**src/rtl/cprc_defs.vh**
```
// constants for the control pin and reset configuration block
`ifndef CPRC_DEFS_VH
`define CPRC_DEFS_VH
// internal reset sequence length in cpu clocks
`define CPRC_RST_SEQ_CYCLES 16'h0400
`define CPRC_CNT_W 16
// register port offsets
`define CPRC_ADDR_CTRL 4'h0
`define CPRC_ADDR_STAT 4'h1
// control register fields
`define CPRC_CTRL_BDRST 0
`define CPRC_CTRL_BUS_ACTIVE_BITS_LO 1
`define CPRC_CTRL_BUS_ACTIVE_BITS_HI 5
`define CPRC_CTRL_RDYEN 6
`define CPRC_CTRL_RDYSYNC 7
`define CPRC_CTRL_WS_LO 8
`define CPRC_CTRL_WS_HI 11
`define CPRC_CTRL_WRMODE 12
// access kinds
`define CPRC_ACC_INT 2'h0
`define CPRC_ACC_XPER 2'h1
`define CPRC_ACC_EXT 2'h2
`endif

```
**src/rtl/cprc_ctrl.v**
```verilog
// control pin, reset sequencing and configuration latch logic
//
// Local design decisions: the placing of the registers and the address-and-strobe port.
`timescale 1ns/1ns
`default_nettype none
`include "cprc_defs.vh"

module cprc_ctrl #(
  parameter [15:0] RST_SEQ_CYCLES = `CPRC_RST_SEQ_CYCLES
) (
  // clock and reset
  input wire clock,
  input wire reset,
  // reset pins
  input wire reset_in_n_i,
  output reg reset_in_n_o,
  output reg reset_in_n_oe,
  input wire reset_out_n_i,
  output reg reset_out_n_o,
  output reg reset_out_n_oe,
  input wire emulation_mode,
  // internal reset causes and instructions
  input wire software_reset_instr,
  input wire watchdog_overflow,
  input wire end_of_init_instr,
  input wire power_down_instr,
  // configuration pins
  input wire external_fetch_sel_n,
  input wire [15:0] config_port,
  input wire address_strobe_in,
  input wire read_strobe_n_in,
  // bus cycle requests from the controller
  input wire cycle_start,
  input wire [1:0] cycle_kind,
  input wire cycle_read,
  input wire [1:0] cycle_byte_en,
  input wire cycle_16bit,
  // bus pins
  input wire ready_n,
  output reg address_strobe_out,
  output reg read_strobe_n,
  output reg write_low_strobe_n,
  output reg write_high_strobe_n,
  output reg cycle_done,
  // trap and power down
  input wire nonmaskable_trap_in,
  output reg nmi_trap,
  output reg power_down_ok,
  // register port
  input wire [3:0] reg_addr,
  input wire [15:0] reg_wdata,
  input wire reg_wr,
  input wire reg_rd,
  output reg [15:0] reg_rdata,
  // latched configuration
  output reg internal_seq_active,
  output reg osc_watchdog_disable,
  output reg bootstrap_enable,
  output reg alt_boot,
  output reg fetch_internal,
  output reg [15:0] config_latched,
  output reg long_hw_reset_flag
);

  // ****************************************************************
  // states of the reset sequencer
  // ****************************************************************
  localparam [2:0] ST_SEQ = 3'h1; // internal reset sequence running
  localparam [2:0] ST_INIT = 3'h2; // running, before end of init
  localparam [2:0] ST_RUN = 3'h4; // normal operation

  reg [2:0] state_q; // sequencer state
  reg [15:0] cnt_q; // sequence counter
  reg bidir_reset_enable_q; // open-drain reset pin mode
  reg init_done_q; // end of init executed
  reg [4:0] bus_active_bits_q; // bus enables, one per window
  reg rdy_en_q; // ready control on
  reg rdy_sync_q; // synchronous ready evaluation
  reg [3:0] waitstates_q; // waitstates before ready is looked at
  reg wr_low_mode_q; // 1: low-byte write strobe mode
  reg nmi_q; // previous trap sample
  reg rdy_s_q; // first ready stage
  reg rdy_ss_q; // second ready stage
  reg busy_q; // external cycle in progress
  reg [3:0] ws_q; // waitstate counter
  reg pin_low_q; // pin reset level seen outside our own drive

  wire rst_pin_low; // pin pulled low by something external
  wire int_trigger; // any cause of an internal reset
  wire xbus; // cycle shows on external strobes
  wire rdy_now; // ready as chosen for evaluation

  // our own drive must not retrigger the sequence
  assign rst_pin_low = !reset_in_n_i && !reset_in_n_oe;
  assign int_trigger = software_reset_instr || watchdog_overflow ||
                       rst_pin_low;
  // sync mode adds the two-flop stage; async takes the pin level
  assign rdy_now = rdy_sync_q ? !rdy_ss_q : !ready_n;

  // ****************************************************************
  // decode whether an access reaches the external strobes
  // ****************************************************************
  function ext_visible;
    input [1:0] kind;
    input [4:0] bus_active_bits;
    begin
      case (kind)
        `CPRC_ACC_EXT: ext_visible = 1'b1;
        `CPRC_ACC_XPER: ext_visible = |bus_active_bits;
        default: ext_visible = 1'b0;
      endcase
    end
  endfunction

  assign xbus = cycle_start && ext_visible(cycle_kind, bus_active_bits_q);

  // ****************************************************************
  // reset sequencer
  // ****************************************************************
  // the count is shared by stretching and the pin drive window
  always @(posedge clock or posedge reset)
  begin
    if (reset)
    begin
      state_q <= ST_SEQ;
      cnt_q <= 16'h0000;
      pin_low_q <= 1'b0;
    end
    else
    begin
      pin_low_q <= rst_pin_low;
      case (state_q)
        ST_SEQ:
        begin
          // a short pin pulse still runs the whole count
          if (cnt_q >= RST_SEQ_CYCLES - 16'h0001)
          begin
            state_q <= ST_INIT;
            cnt_q <= 16'h0000;
          end
          else
          begin
            cnt_q <= cnt_q + 16'h0001;
          end
        end
        ST_INIT, ST_RUN:
        begin
          if (int_trigger)
          begin
            state_q <= ST_SEQ;
            cnt_q <= 16'h0000;
          end
          else if (end_of_init_instr)
          begin
            state_q <= ST_RUN;
          end
        end
        default:
        begin
          state_q <= ST_SEQ;
          cnt_q <= 16'h0000;
        end
      endcase
    end
  end

  // ****************************************************************
  // reset pins and configuration latch
  // ****************************************************************
  always @(posedge clock or posedge reset)
  begin
    if (reset)
    begin
      reset_in_n_o <= 1'b0;
      reset_in_n_oe <= 1'b0;
      reset_out_n_o <= 1'b0;
      reset_out_n_oe <= 1'b1;
      internal_seq_active <= 1'b1;
      osc_watchdog_disable <= 1'b0;
      bootstrap_enable <= 1'b0;
      alt_boot <= 1'b0;
      fetch_internal <= 1'b0;
      config_latched <= 16'h0000;
      long_hw_reset_flag <= 1'b0;
    end
    else
    begin
      reset_in_n_o <= 1'b0;
      internal_seq_active <= (state_q == ST_SEQ);
      // drive the pin only while bidirectional and in sequence
      reset_in_n_oe <= bidir_reset_enable_q && (state_q == ST_SEQ);
      // low from sequence start until end of init
      reset_out_n_o <= (state_q == ST_RUN) ||
                       ((state_q == ST_INIT) && end_of_init_instr);
      reset_out_n_oe <= !emulation_mode;
      if (state_q != ST_SEQ && int_trigger)
      begin
        // bidirectional mode always reports a long hardware reset
        long_hw_reset_flag <= bidir_reset_enable_q || pin_low_q;
      end
      if (state_q == ST_SEQ && cnt_q >= RST_SEQ_CYCLES - 16'h0001)
      begin
        fetch_internal <= external_fetch_sel_n;
        config_latched <= config_port;
        if (external_fetch_sel_n)
        begin
          alt_boot <= address_strobe_in;
          // pin and config port both can call the loader
          bootstrap_enable <= !read_strobe_n_in || !config_port[4];
        end
        else
        begin
          osc_watchdog_disable <= !read_strobe_n_in;
          bootstrap_enable <= !config_port[4];
          alt_boot <= 1'b0;
        end
      end
    end
  end

  // ****************************************************************
  // control register
  // ****************************************************************
  // the bidir bit clears on every reset sequence and locks at init
  always @(posedge clock or posedge reset)
  begin
    if (reset)
    begin
      bidir_reset_enable_q <= 1'b0;
      init_done_q <= 1'b0;
      bus_active_bits_q <= 5'h00;
      rdy_en_q <= 1'b0;
      rdy_sync_q <= 1'b0;
      waitstates_q <= 4'h0;
      wr_low_mode_q <= 1'b0;
    end
    else if (state_q == ST_SEQ)
    begin
      // held to the last count so the pin drive spans the sequence
      if (cnt_q >= RST_SEQ_CYCLES - 16'h0001)
      begin
        bidir_reset_enable_q <= 1'b0;
      end
      init_done_q <= 1'b0;
    end
    else
    begin
      if (end_of_init_instr)
      begin
        init_done_q <= 1'b1;
      end
      if (reg_wr && reg_addr == `CPRC_ADDR_CTRL)
      begin
        if (!init_done_q)
        begin
          bidir_reset_enable_q <= reg_wdata[`CPRC_CTRL_BDRST];
        end
        bus_active_bits_q <=
          reg_wdata[`CPRC_CTRL_BUS_ACTIVE_BITS_HI:`CPRC_CTRL_BUS_ACTIVE_BITS_LO];
        rdy_en_q <= reg_wdata[`CPRC_CTRL_RDYEN];
        rdy_sync_q <= reg_wdata[`CPRC_CTRL_RDYSYNC];
        waitstates_q <= reg_wdata[`CPRC_CTRL_WS_HI:`CPRC_CTRL_WS_LO];
        wr_low_mode_q <= reg_wdata[`CPRC_CTRL_WRMODE];
      end
    end
  end

  // ****************************************************************
  // register read port, data one cycle after the strobe
  // ****************************************************************
  always @(posedge clock or posedge reset)
  begin
    if (reset)
    begin
      reg_rdata <= 16'h0000;
    end
    else if (reg_rd)
    begin
      case (reg_addr)
        `CPRC_ADDR_CTRL: reg_rdata <= {3'h0, wr_low_mode_q, waitstates_q,
          rdy_sync_q, rdy_en_q, bus_active_bits_q, bidir_reset_enable_q};
        `CPRC_ADDR_STAT: reg_rdata <= {8'h00, init_done_q, long_hw_reset_flag,
          fetch_internal, alt_boot, bootstrap_enable, osc_watchdog_disable,
          busy_q, internal_seq_active};
        default: reg_rdata <= 16'h0000;
      endcase
    end
    else
    begin
      reg_rdata <= 16'h0000;
    end
  end

  // ****************************************************************
  // bus strobes and ready
  // ****************************************************************
  // one cycle address strobe, command from the same edge until ready
  always @(posedge clock or posedge reset)
  begin
    if (reset)
    begin
      address_strobe_out <= 1'b0;
      read_strobe_n <= 1'b1;
      write_low_strobe_n <= 1'b1;
      write_high_strobe_n <= 1'b1;
      cycle_done <= 1'b0;
      busy_q <= 1'b0;
      ws_q <= 4'h0;
      rdy_s_q <= 1'b1;
      rdy_ss_q <= 1'b1;
    end
    else
    begin
      rdy_s_q <= ready_n;
      rdy_ss_q <= rdy_s_q;
      cycle_done <= 1'b0;
      address_strobe_out <= 1'b0;
      if (state_q == ST_SEQ)
      begin
        // strobes parked inactive while in reset
        busy_q <= 1'b0;
        read_strobe_n <= 1'b1;
        write_low_strobe_n <= 1'b1;
        write_high_strobe_n <= 1'b1;
        address_strobe_out <= 1'b0;
      end
      else if (!busy_q && xbus)
      begin
        address_strobe_out <= 1'b1;
        busy_q <= 1'b1;
        ws_q <= waitstates_q;
        // peripheral cycles never show read or write strobes
        if (cycle_kind == `CPRC_ACC_EXT)
        begin
          read_strobe_n <= !cycle_read;
          if (!cycle_read)
          begin
            if (wr_low_mode_q && cycle_16bit)
            begin
              write_low_strobe_n <= !cycle_byte_en[0];
              write_high_strobe_n <= !cycle_byte_en[1];
            end
            else
            begin
              write_low_strobe_n <= 1'b0;
            end
          end
        end
      end
      else if (!busy_q && cycle_start)
      begin
        cycle_done <= 1'b1;
      end
      else if (busy_q)
      begin
        if (ws_q != 4'h0)
        begin
          ws_q <= ws_q - 4'h1;
        end
        else if (!rdy_en_q || rdy_now)
        begin
          busy_q <= 1'b0;
          cycle_done <= 1'b1;
          read_strobe_n <= 1'b1;
          write_low_strobe_n <= 1'b1;
          write_high_strobe_n <= 1'b1;
        end
      end
    end
  end

  // ****************************************************************
  // trap input edge detection
  // ****************************************************************
  always @(posedge clock or posedge reset)
  begin
    if (reset)
    begin
      nmi_q <= 1'b1;
      nmi_trap <= 1'b0;
      power_down_ok <= 1'b0;
    end
    else
    begin
      nmi_q <= nonmaskable_trap_in;
      nmi_trap <= nmi_q && !nonmaskable_trap_in;
      power_down_ok <= power_down_instr && !nonmaskable_trap_in;
    end
  end

endmodule // cprc_ctrl
`default_nettype wire

```
**config.mk**
```make
export PLATFORM = sky130hd
export DESIGN_NAME = cprc_ctrl
export DESIGN_NICKNAME = d
export VERILOG_FILES = /design/src/rtl/cprc_ctrl.v
export VERILOG_INCLUDE_DIRS = /design/src /design/src/rtl
export SDC_FILE = /design/constraint.sdc
export NUM_CORES = 1
export LEC_CHECK = 0
export BUFFER_PORTS_ARGS = -buffer_cell sky130_fd_sc_hd__buf_2
export CAP_MARGIN = 25
export CORE_MARGIN = 4
export CORE_UTILIZATION = 53
export CTS_BUF_LIST = sky130_fd_sc_hd__clkbuf_8
export CTS_CLUSTER_SIZE = 28
export DETAILED_ROUTE_END_ITERATION = 8
export PLACE_DENSITY = 0.82
export SLEW_MARGIN = 20
export SYNTH_ARGS = -nofsm -noshare
export SYNTH_HDL_FRONTEND = slang
export SYNTH_SLANG_ARGS = --single-unit
```
**constraint.sdc**
```tcl
create_clock -name clock -period 3.4 [get_ports clock]
set_input_delay 0.68 -clock clock [delete_from_list [all_inputs] [get_ports clock]]
set_output_delay 0.68 -clock clock [all_outputs]
set_load 0.03 [all_outputs]
```
==> results of run 1 <==
power breakdown:
part | switching, mW | internal, mW | total [mW] | leakage, nW
registers | 0.0101 | 1.06 | 1.07 | 1.09
logic | 0.0891 | 0.0526 | 0.142 | 1.06
clock network | 0.381 | 0.273 | 0.655 | 0.0933
total | 0.481 | 1.38 | 1.86 | 2.24
metrics by stage:
stage               utilization  hold WS [ps]  std cells  instance area (µm²)  setup WS (ps)
finish                    0.660           358        519                 4490           1060
global route              0.660           376        519                 4490            891
CTS                       0.660           366        519                 4490           1060
detailed placement        0.634           351        503                 4310            729
global placement          0.632           347        502                 4290            758
floorplan                     -           345        316                 3720            485
cell usage after synthesis, types with 3 or more instances:
library cell / count
a31oi_1: 5
a22o_1: 9
o21ai_0: 17
clkbuf_1: 4
o31ai_1: 3
dfstp_2: 9
and2_1: 8
nand2_1: 21
mux2_2: 30
and4_1: 3
a21o_1: 3
inv_1: 10
nand3_1: 7
dfrtp_1: 78
o2bb2a_1: 3
a21oi_1: 12
ha_1: 5
buf_4: 4
nor3_1: 6
nand3b_1: 3
nand4_1: 3
nor2_1: 25
nand2b_1: 3
buf_2: 4
nor2b_1: 4
worst reg2reg max path, cell delays in order (launching register included):
cell,delay (ps)
dfstp_2,550
or3b_1,560
clkinv_8,180
nand3_4,110
or2_4,310
or4_1,470
o21ai_1,90
layout make-up:
class	instances	area [µm²]
multi-input cells	205	1410
fillers	516	2310
clock buffers	9	124
repair buffers	104	541
inverters	11	55.1
flip-flops and latches	87	2190
well taps	96	120
clock inverters	7	53.8
metal layers:
metal  track usage  vias up
li1              -     1318
met1         0.243     1335
met2         0.312       97
met3        0.0386       12
met4        0.0755        0
met5             0        -
final timing paths:
kind	start	end	slack (ps)	cells past startpoint
setup reg to reg	state_q[0]$_DFFE_PP1P_	cnt_q[3]$_DFFE_PP0P_	1060	6
setup / recovery	state_q[0]$_DFFE_PP1P_	cnt_q[3]$_DFFE_PP0P_	1060	6
hold / removal	rdy_s_q$_DFF_PP1_	rdy_ss_q$_DFF_PP1_	360	0
min in group asynchronous	reset	config_latched[0]$_DFFE_PP0P_	450	2
max in group asynchronous	reset	write_high_strobe_n$_DFFE_PP1P_	2130	3
hold reg to reg	rdy_s_q$_DFF_PP1_	rdy_ss_q$_DFF_PP1_	360	0
flip-flops by register name, indices dropped and copies added, names as in the netlist, 3 cells and up:
signal / flops
cnt_q: 16
config_latched: 16
reg_rdata: 13
bus_active_bits_q: 5
waitstates_q: 4
ws_q: 4
state_q: 3
cells by family after synthesis:
kind of cell | count (synthesis) | synth area share
fa+ha+maj | 5 | 0.0169
simple gates | 100 | 0.147
xor+xnor | 1 | 0.00236
buf+inv | 24 | 0.0351
other cells | 1 | 0.00101
mux | 30 | 0.0910
compound gates | 65 | 0.117
flops | 87 | 0.589
==> results by group, run 1 <==
Global routing
  – Pin count of the biggest net entering global routing: 50
  – Tot GR Track Use: 0.188
  – Grt ovf: 0
  – Vias in the first global route: 2812
  – First-pass GRT wire length: 12800 µm
  – Antenna violations before repair: 0

Clock tree
  – Clk_lat worst skew: 350 ps
  – Clock root cell: clkbuf_8
  – Max clock buf depth: 2
  – CTS tree: done
  – Post_cts resized: 0
  – H-tree Lvls: 3
  – Worst-path clk slew: 90 ps
  – Hold buffers post-CTS: 0
  – Setup repair bufs after CTS: 0
  – Num CTS Buffers: 9
  – Clock tree sinks: 87

Critical path
  – CP startpoint kind: register
  – Crit-path cells: or3b_1 -> clkinv_8 -> nand3_4 -> or2_4 -> or4_1 -> o21ai_1
  – Kind of end point of the critical path: register
  – Setup Crit Path Kind: reg2reg
  – WP data arrival: 2610 ps
  – Largest delay contributor family on the critical path: simple AND/OR/NAND/NOR gates
  – Required time of the critical path: 3670 ps
  – Max incr delay on CP: 560 ps
  – Worst path slowest cell: or3b_1
  – CP max FO: 16
  – CP Buf/Inv Count: 1

STA
  – Fmax: 427 MHz
  – Tcrit/Tclk final: 0.689
  – Final Hold Viols: 0
  – Setup TNS Final: 0 ps
  – Final setup violation count: 0
  – Final Max Tran Viols: 0
  – Clock period minus worst slack: 2340 ps
  – Slew margin rel.: 0.394
  – Setup Skew: 13.2 ps
  – RSZ-0062 raised after global routing: no
  – Least-Margin Pin Slew: 906 ps

Yosys
  – Post-synth EDFFs: 0
  – Cells after Synth: 313
  – Synth Register Bits: 87
  – Primary FF master, synth: dfrtp_1
  – Post-synth top area cell: dfrtp_1
  – Area contributors post-synth: dfrtp_1, mux2_2, dfstp_2
  – Ys async rst share: 1.00
  – Synth Area per Inst: 11.9 µm²
  – Yosys warns: 0
  – Yosys top cell area share: 0.526
  – Distinct cells, synth: 56
  – Post-Syn Area: 0.00371 mm²
  – Seq/Total Area, Yosys: 0.589

Outcome
  – Status: completed

Route
  – Routed wl met2: 3800 µm
  – Final antenna-violating net count: 0
  – Detailed-route DRC error count: 0
  – Drt total wl: 7700 µm
  – WL met3: 513 µm
  – DR vias: 2762
  – Avg WL per Cell: 14.8 µm
  – Via/cell ratio: 5.32
  – DR iter-0 viols: 137
  – Top sig layer: met4
  – M1 WL: 3260 µm
  – DR pass1 iterations: 4

Die
  – Die H: 91.7 µm
  – Die X: 91.7 µm
  – Starting density of the core: 0.546
  – Core ar.: 0.00679 mm²
  – Full die area: 0.00841 mm²
  – Core Rows: 30
  – I/O pin total: 108

Power and ir drop
  – Leak Pwr: 2.24 nW
  – Power density cells: 415 mW/mm²
  – Max VDD drop: 292 µV
  – Tot Pwr: 1.86 mW

Cells and area
  – Antenna diodes: 0
  – Leading cell types in the layout, fill and taps excluded: buf_2, dfrtp_1, mux2_2
  – Area Growth Syn to Fin: 20.9%
  – Post-layout net count: 482
  – Layout cell share with drive strength beyond 1: 0.400
  – Most common cell after layout, fill and taps aside: buf_2

Place
  – Port-buffer cells: 99
  – GP Congestion: 0.824
  – Detailed Place HPWL: 5740 µm

Flow run
  – MaxCap Viol Count: 0

Worst hold path
  – HP Class: reg2reg
Note: power is estimated with default switching activity, not from simulation.
==> inputs of run 2 (changes only) <==
Settings changed: ABC_AREA from default to 1, CORE_UTILIZATION 53 to 54, PLACE_DENSITY 0.82 to 0.84.
Clock period 3.4 ns to 2.4 ns, I/O delays scaled along.
==> run 2 against run 1 <==
Compared with the run above: synthesized area grew 1.1%; global-route usage is 2.6 points higher; worst setup slack worse by 700 ps; core utilization is 1.3 points higher; via count increased by 12%; synthesized cell count rose by 34%; clock-buffer cell count up 1; highest routed layer unchanged; sequential share of layout area decreased by 0.68 points; clock power increased by 59%; first-iteration DRC count down 15%; largest cell class unchanged.
==> results by group, run 2 <==
Outcome
  – Status: completed

Global routing
  – Vias in the first global route: 3102 (+10%)
  – Grt ovf: 0 (unchanged)
  – Pin count of the biggest net entering global routing: 37 (-26%)
  – Antenna violations before repair: 0 (unchanged)
  – Tot GR Track Use: 0.215 (+0.0264)
  – First-pass GRT wire length: 14200 µm (+11%)

Route
  – Top sig layer: met4
  – Drt total wl: 8440 µm (+9.6%)
  – Routed wl met2: 4270 µm (+12%)
  – Detailed-route DRC error count: 0 (unchanged)
  – DR pass1 iterations: 8 (+4)
  – Via/cell ratio: 5.10 (-4.1%)
  – DR vias: 3103 (+12%)
  – M1 WL: 3470 µm (+6.4%)
  – WL met3: 528 µm (+2.9%)
  – DR iter-0 viols: 117 (-15%)
  – Final antenna-violating net count: 0 (unchanged)
  – Avg WL per Cell: 13.9 µm (-6.4%)

Clock tree
  – Hold buffers post-CTS: 0 (unchanged)
  – Max clock buf depth: 2 (unchanged)
  – Setup repair bufs after CTS: 0 (unchanged)
  – Num CTS Buffers: 9 (unchanged)
  – Clock root cell: clkbuf_8
  – Worst-path clk slew: 80 ps (about the same)
  – Clk_lat worst skew: 350 ps (about the same)
  – Post_cts resized: 0 (unchanged)
  – Clock tree sinks: 87 (unchanged)
  – H-tree Lvls: 3 (unchanged)
  – CTS tree: done

STA
  – Clock period minus worst slack: 2040 ps (-297 ps)
  – Final Max Tran Viols: 0 (unchanged)
  – Fmax: 489 MHz (+15%)
  – RSZ-0062 raised after global routing: no
  – Setup Skew: 11.7 ps (-1.45 ps)
  – Final Hold Viols: 0 (unchanged)
  – Final setup violation count: 0 (unchanged)
  – Hold Slack: 159 ps (-199 ps)
  – Setup TNS Final: 0 ps (unchanged)
  – Tcrit/Tclk final: 0.852 (+0.163)

Yosys
  – Yosys top cell area share: 0.520 (-0.00578)
  – Count leader, synth: nand2_1
  – Synth Register Bits: 87 (unchanged)
  – Area contributors post-synth: dfrtp_1, nand2_1, dfstp_2
  – Ys async rst share: 1.00 (unchanged)
  – Seq/Total Area, Yosys: 0.583 (-0.00648)
  – Yosys warns: 0 (unchanged)
  – Synth Area per Inst: 8.98 µm² (-24%)
  – Cells after Synth: 418 (+34%)
  – Post-synth top area cell: dfrtp_1
  – Top cells by count, synth: nand2_1, dfrtp_1, inv_1
  – Post-Syn Area: 0.00375 mm² (+1.1%)
  – Post-synth EDFFs: 0 (unchanged)
  – Primary FF master, synth: dfrtp_1
  – Distinct cells, synth: 34 (-39%)

Critical path
  – Largest delay contributor family on the critical path: simple AND/OR/NAND/NOR gates
  – Worst Setup SP: cnt_q[0]$_DFFE_PP0P_
  – Kind of end point of the critical path: register
  – Setup Crit Path Kind: reg2reg
  – Reg2reg setup slack: 360 ps (-700 ps)
  – Most frequent CP cell: nand2_1
  – CP Buf/Inv Count: 2 (+1)
  – WP data arrival: 2280 ps (-330 ps)
  – CP max FO: 22 (+6)
  – Required time of the critical path: 2630 ps (-1040 ps)
  – Max incr delay on CP: 410 ps (-150 ps)
  – Crit-path cells: ha_1 -> nand2_2 -> nor2_4 -> nand2_2 -> nor2_4 -> nand3_1 -> nand2_1 -> inv_2 -> nor2_8 -> inv_2 -> nand2_1 -> nand2_1
  – Worst path slowest cell: dfrtp_1
  – CP startpoint kind: register
  – Reg-to-Reg Start: cnt_q[0]$_DFFE_PP0P_
  – R2r endpoint: config_latched[14]$_DFFE_PP0P_
  – Reg2reg path depth: 12 (+6)

Cells and area
  – Most common cell after layout, fill and taps aside: nand2_1
  – Top flop regs: cnt_q x16, config_latched x16, reg_rdata x13
  – Antenna diodes: 0 (unchanged)
  – Layout cell share with drive strength beyond 1: 0.271 (-0.129)
  – Area Growth Syn to Fin: 21.2%
  – Fin cells: 608 (+17%)
  – Leading cell types in the layout, fill and taps excluded: nand2_1, buf_2, dfrtp_1
  – Post-layout net count: 587 (+22%)

Die
  – Die H: 91.4 µm (-0.34%)
  – I/O pin total: 108 (unchanged)
  – Die X: 91.4 µm (-0.34%)
  – Starting density of the core: 0.556 (+0.00915)
  – Full die area: 0.00835 mm² (-0.69%)
  – Core Rows: 30 (unchanged)
  – Core ar.: 0.00676 mm² (-0.55%)

Power and ir drop
  – Tot Pwr: 2.69 mW (+44%)
  – Power density cells: 591 mW/mm² (+42%)
  – Max VDD drop: 482 µV (+65%)
  – Leak Pwr: 2.41 nW (+7.5%)

Place
  – Cells after DPL: 592 (+18%)
  – Detailed Place HPWL: 6290 µm (+9.4%)
  – Port-buffer cells: 99 (unchanged)
  – GP Congestion: 0.909 (+10%)

Flow run
  – MaxCap Viol Count: 0 (unchanged)

Worst hold path
  – HP Class: in2async
-- run 2: cell count changes after synthesis, moves of 9 or more --
cell,delta
nand2_1,+82
inv_1,+42
mux2_2,-30
o21ai_0,+21
nand3_1,+20
nor2_1,+18
a22o_1,-9
-- run 2: how the worst max path moves through the flow --
| stage | to | slack [ps] | cells past startpoint |
|---|---|---|---|
| final | config_latched[14]$_DFFE_PP0P_ | 360 | 12 |
| after global routing | config_latched[4]$_DFFE_PP0P_ | 170 | 12 |
| after CTS | config_latched[14]$_DFFE_PP0P_ | 330 | 12 |
| after detailed placement | read_strobe_n$_DFFE_PP1P_ | 290 | 11 |
| after global placement | read_strobe_n$_DFFE_PP1P_ | 310 | 11 |
| after floorplan | ws_q[0]$_DFFE_PP0P_ | 610 | 8 |
-- run 2: area by class of cell --
class	count	area, µm²
fillers	556	2210
flip-flops and latches	87	2190
multi-input cells	265	1280
repair buffers	105	566
inverters	55	210
clock buffers	10	138
well taps	80	100
clock inverters	6	68.8
-- run 2: report_power, final --
group / switching, mW / internal, mW / leakage, nW
Combinational: 0.108 / 0.0560 / 1.32
Clock: 0.520 / 0.515 / 0.103
Sequential: 0.00583 / 1.48 / 0.988
-- run 2: logic make-up after synthesis --
| logic type | after synthesis | synth area share |
|---|---|---|
| multiplexers | 1 | 0.00267 |
| buffers and inverters | 69 | 0.0790 |
| AO/OA/AOI/OAI | 56 | 0.0843 |
| other | 1 | 0.000999 |
| AND/OR/NAND/NOR | 195 | 0.224 |
| flip-flops | 87 | 0.583 |
| XOR/XNOR | 4 | 0.00933 |
| adder cells (fa/ha/maj) | 5 | 0.0167 |
-- run 2: per-stage QoR --
step,worst slack (ps),util,area (µm²)
5_1_grt,174,0.674,4550
4_1_cts,334,0.674,4550
6_report,356,0.674,4550
2_1_floorplan,614,-,3770
3_3_place_gp,312,0.643,4340
3_5_place_dp,292,0.643,4340
-- run 2: layer usage --
layer | track usage | vias up
li1 | - | 1524
met1 | 0.264 | 1451
met2 | 0.349 | 116
met3 | 0.0539 | 12
met4 | 0.112 | 0
met5 | 0 | -
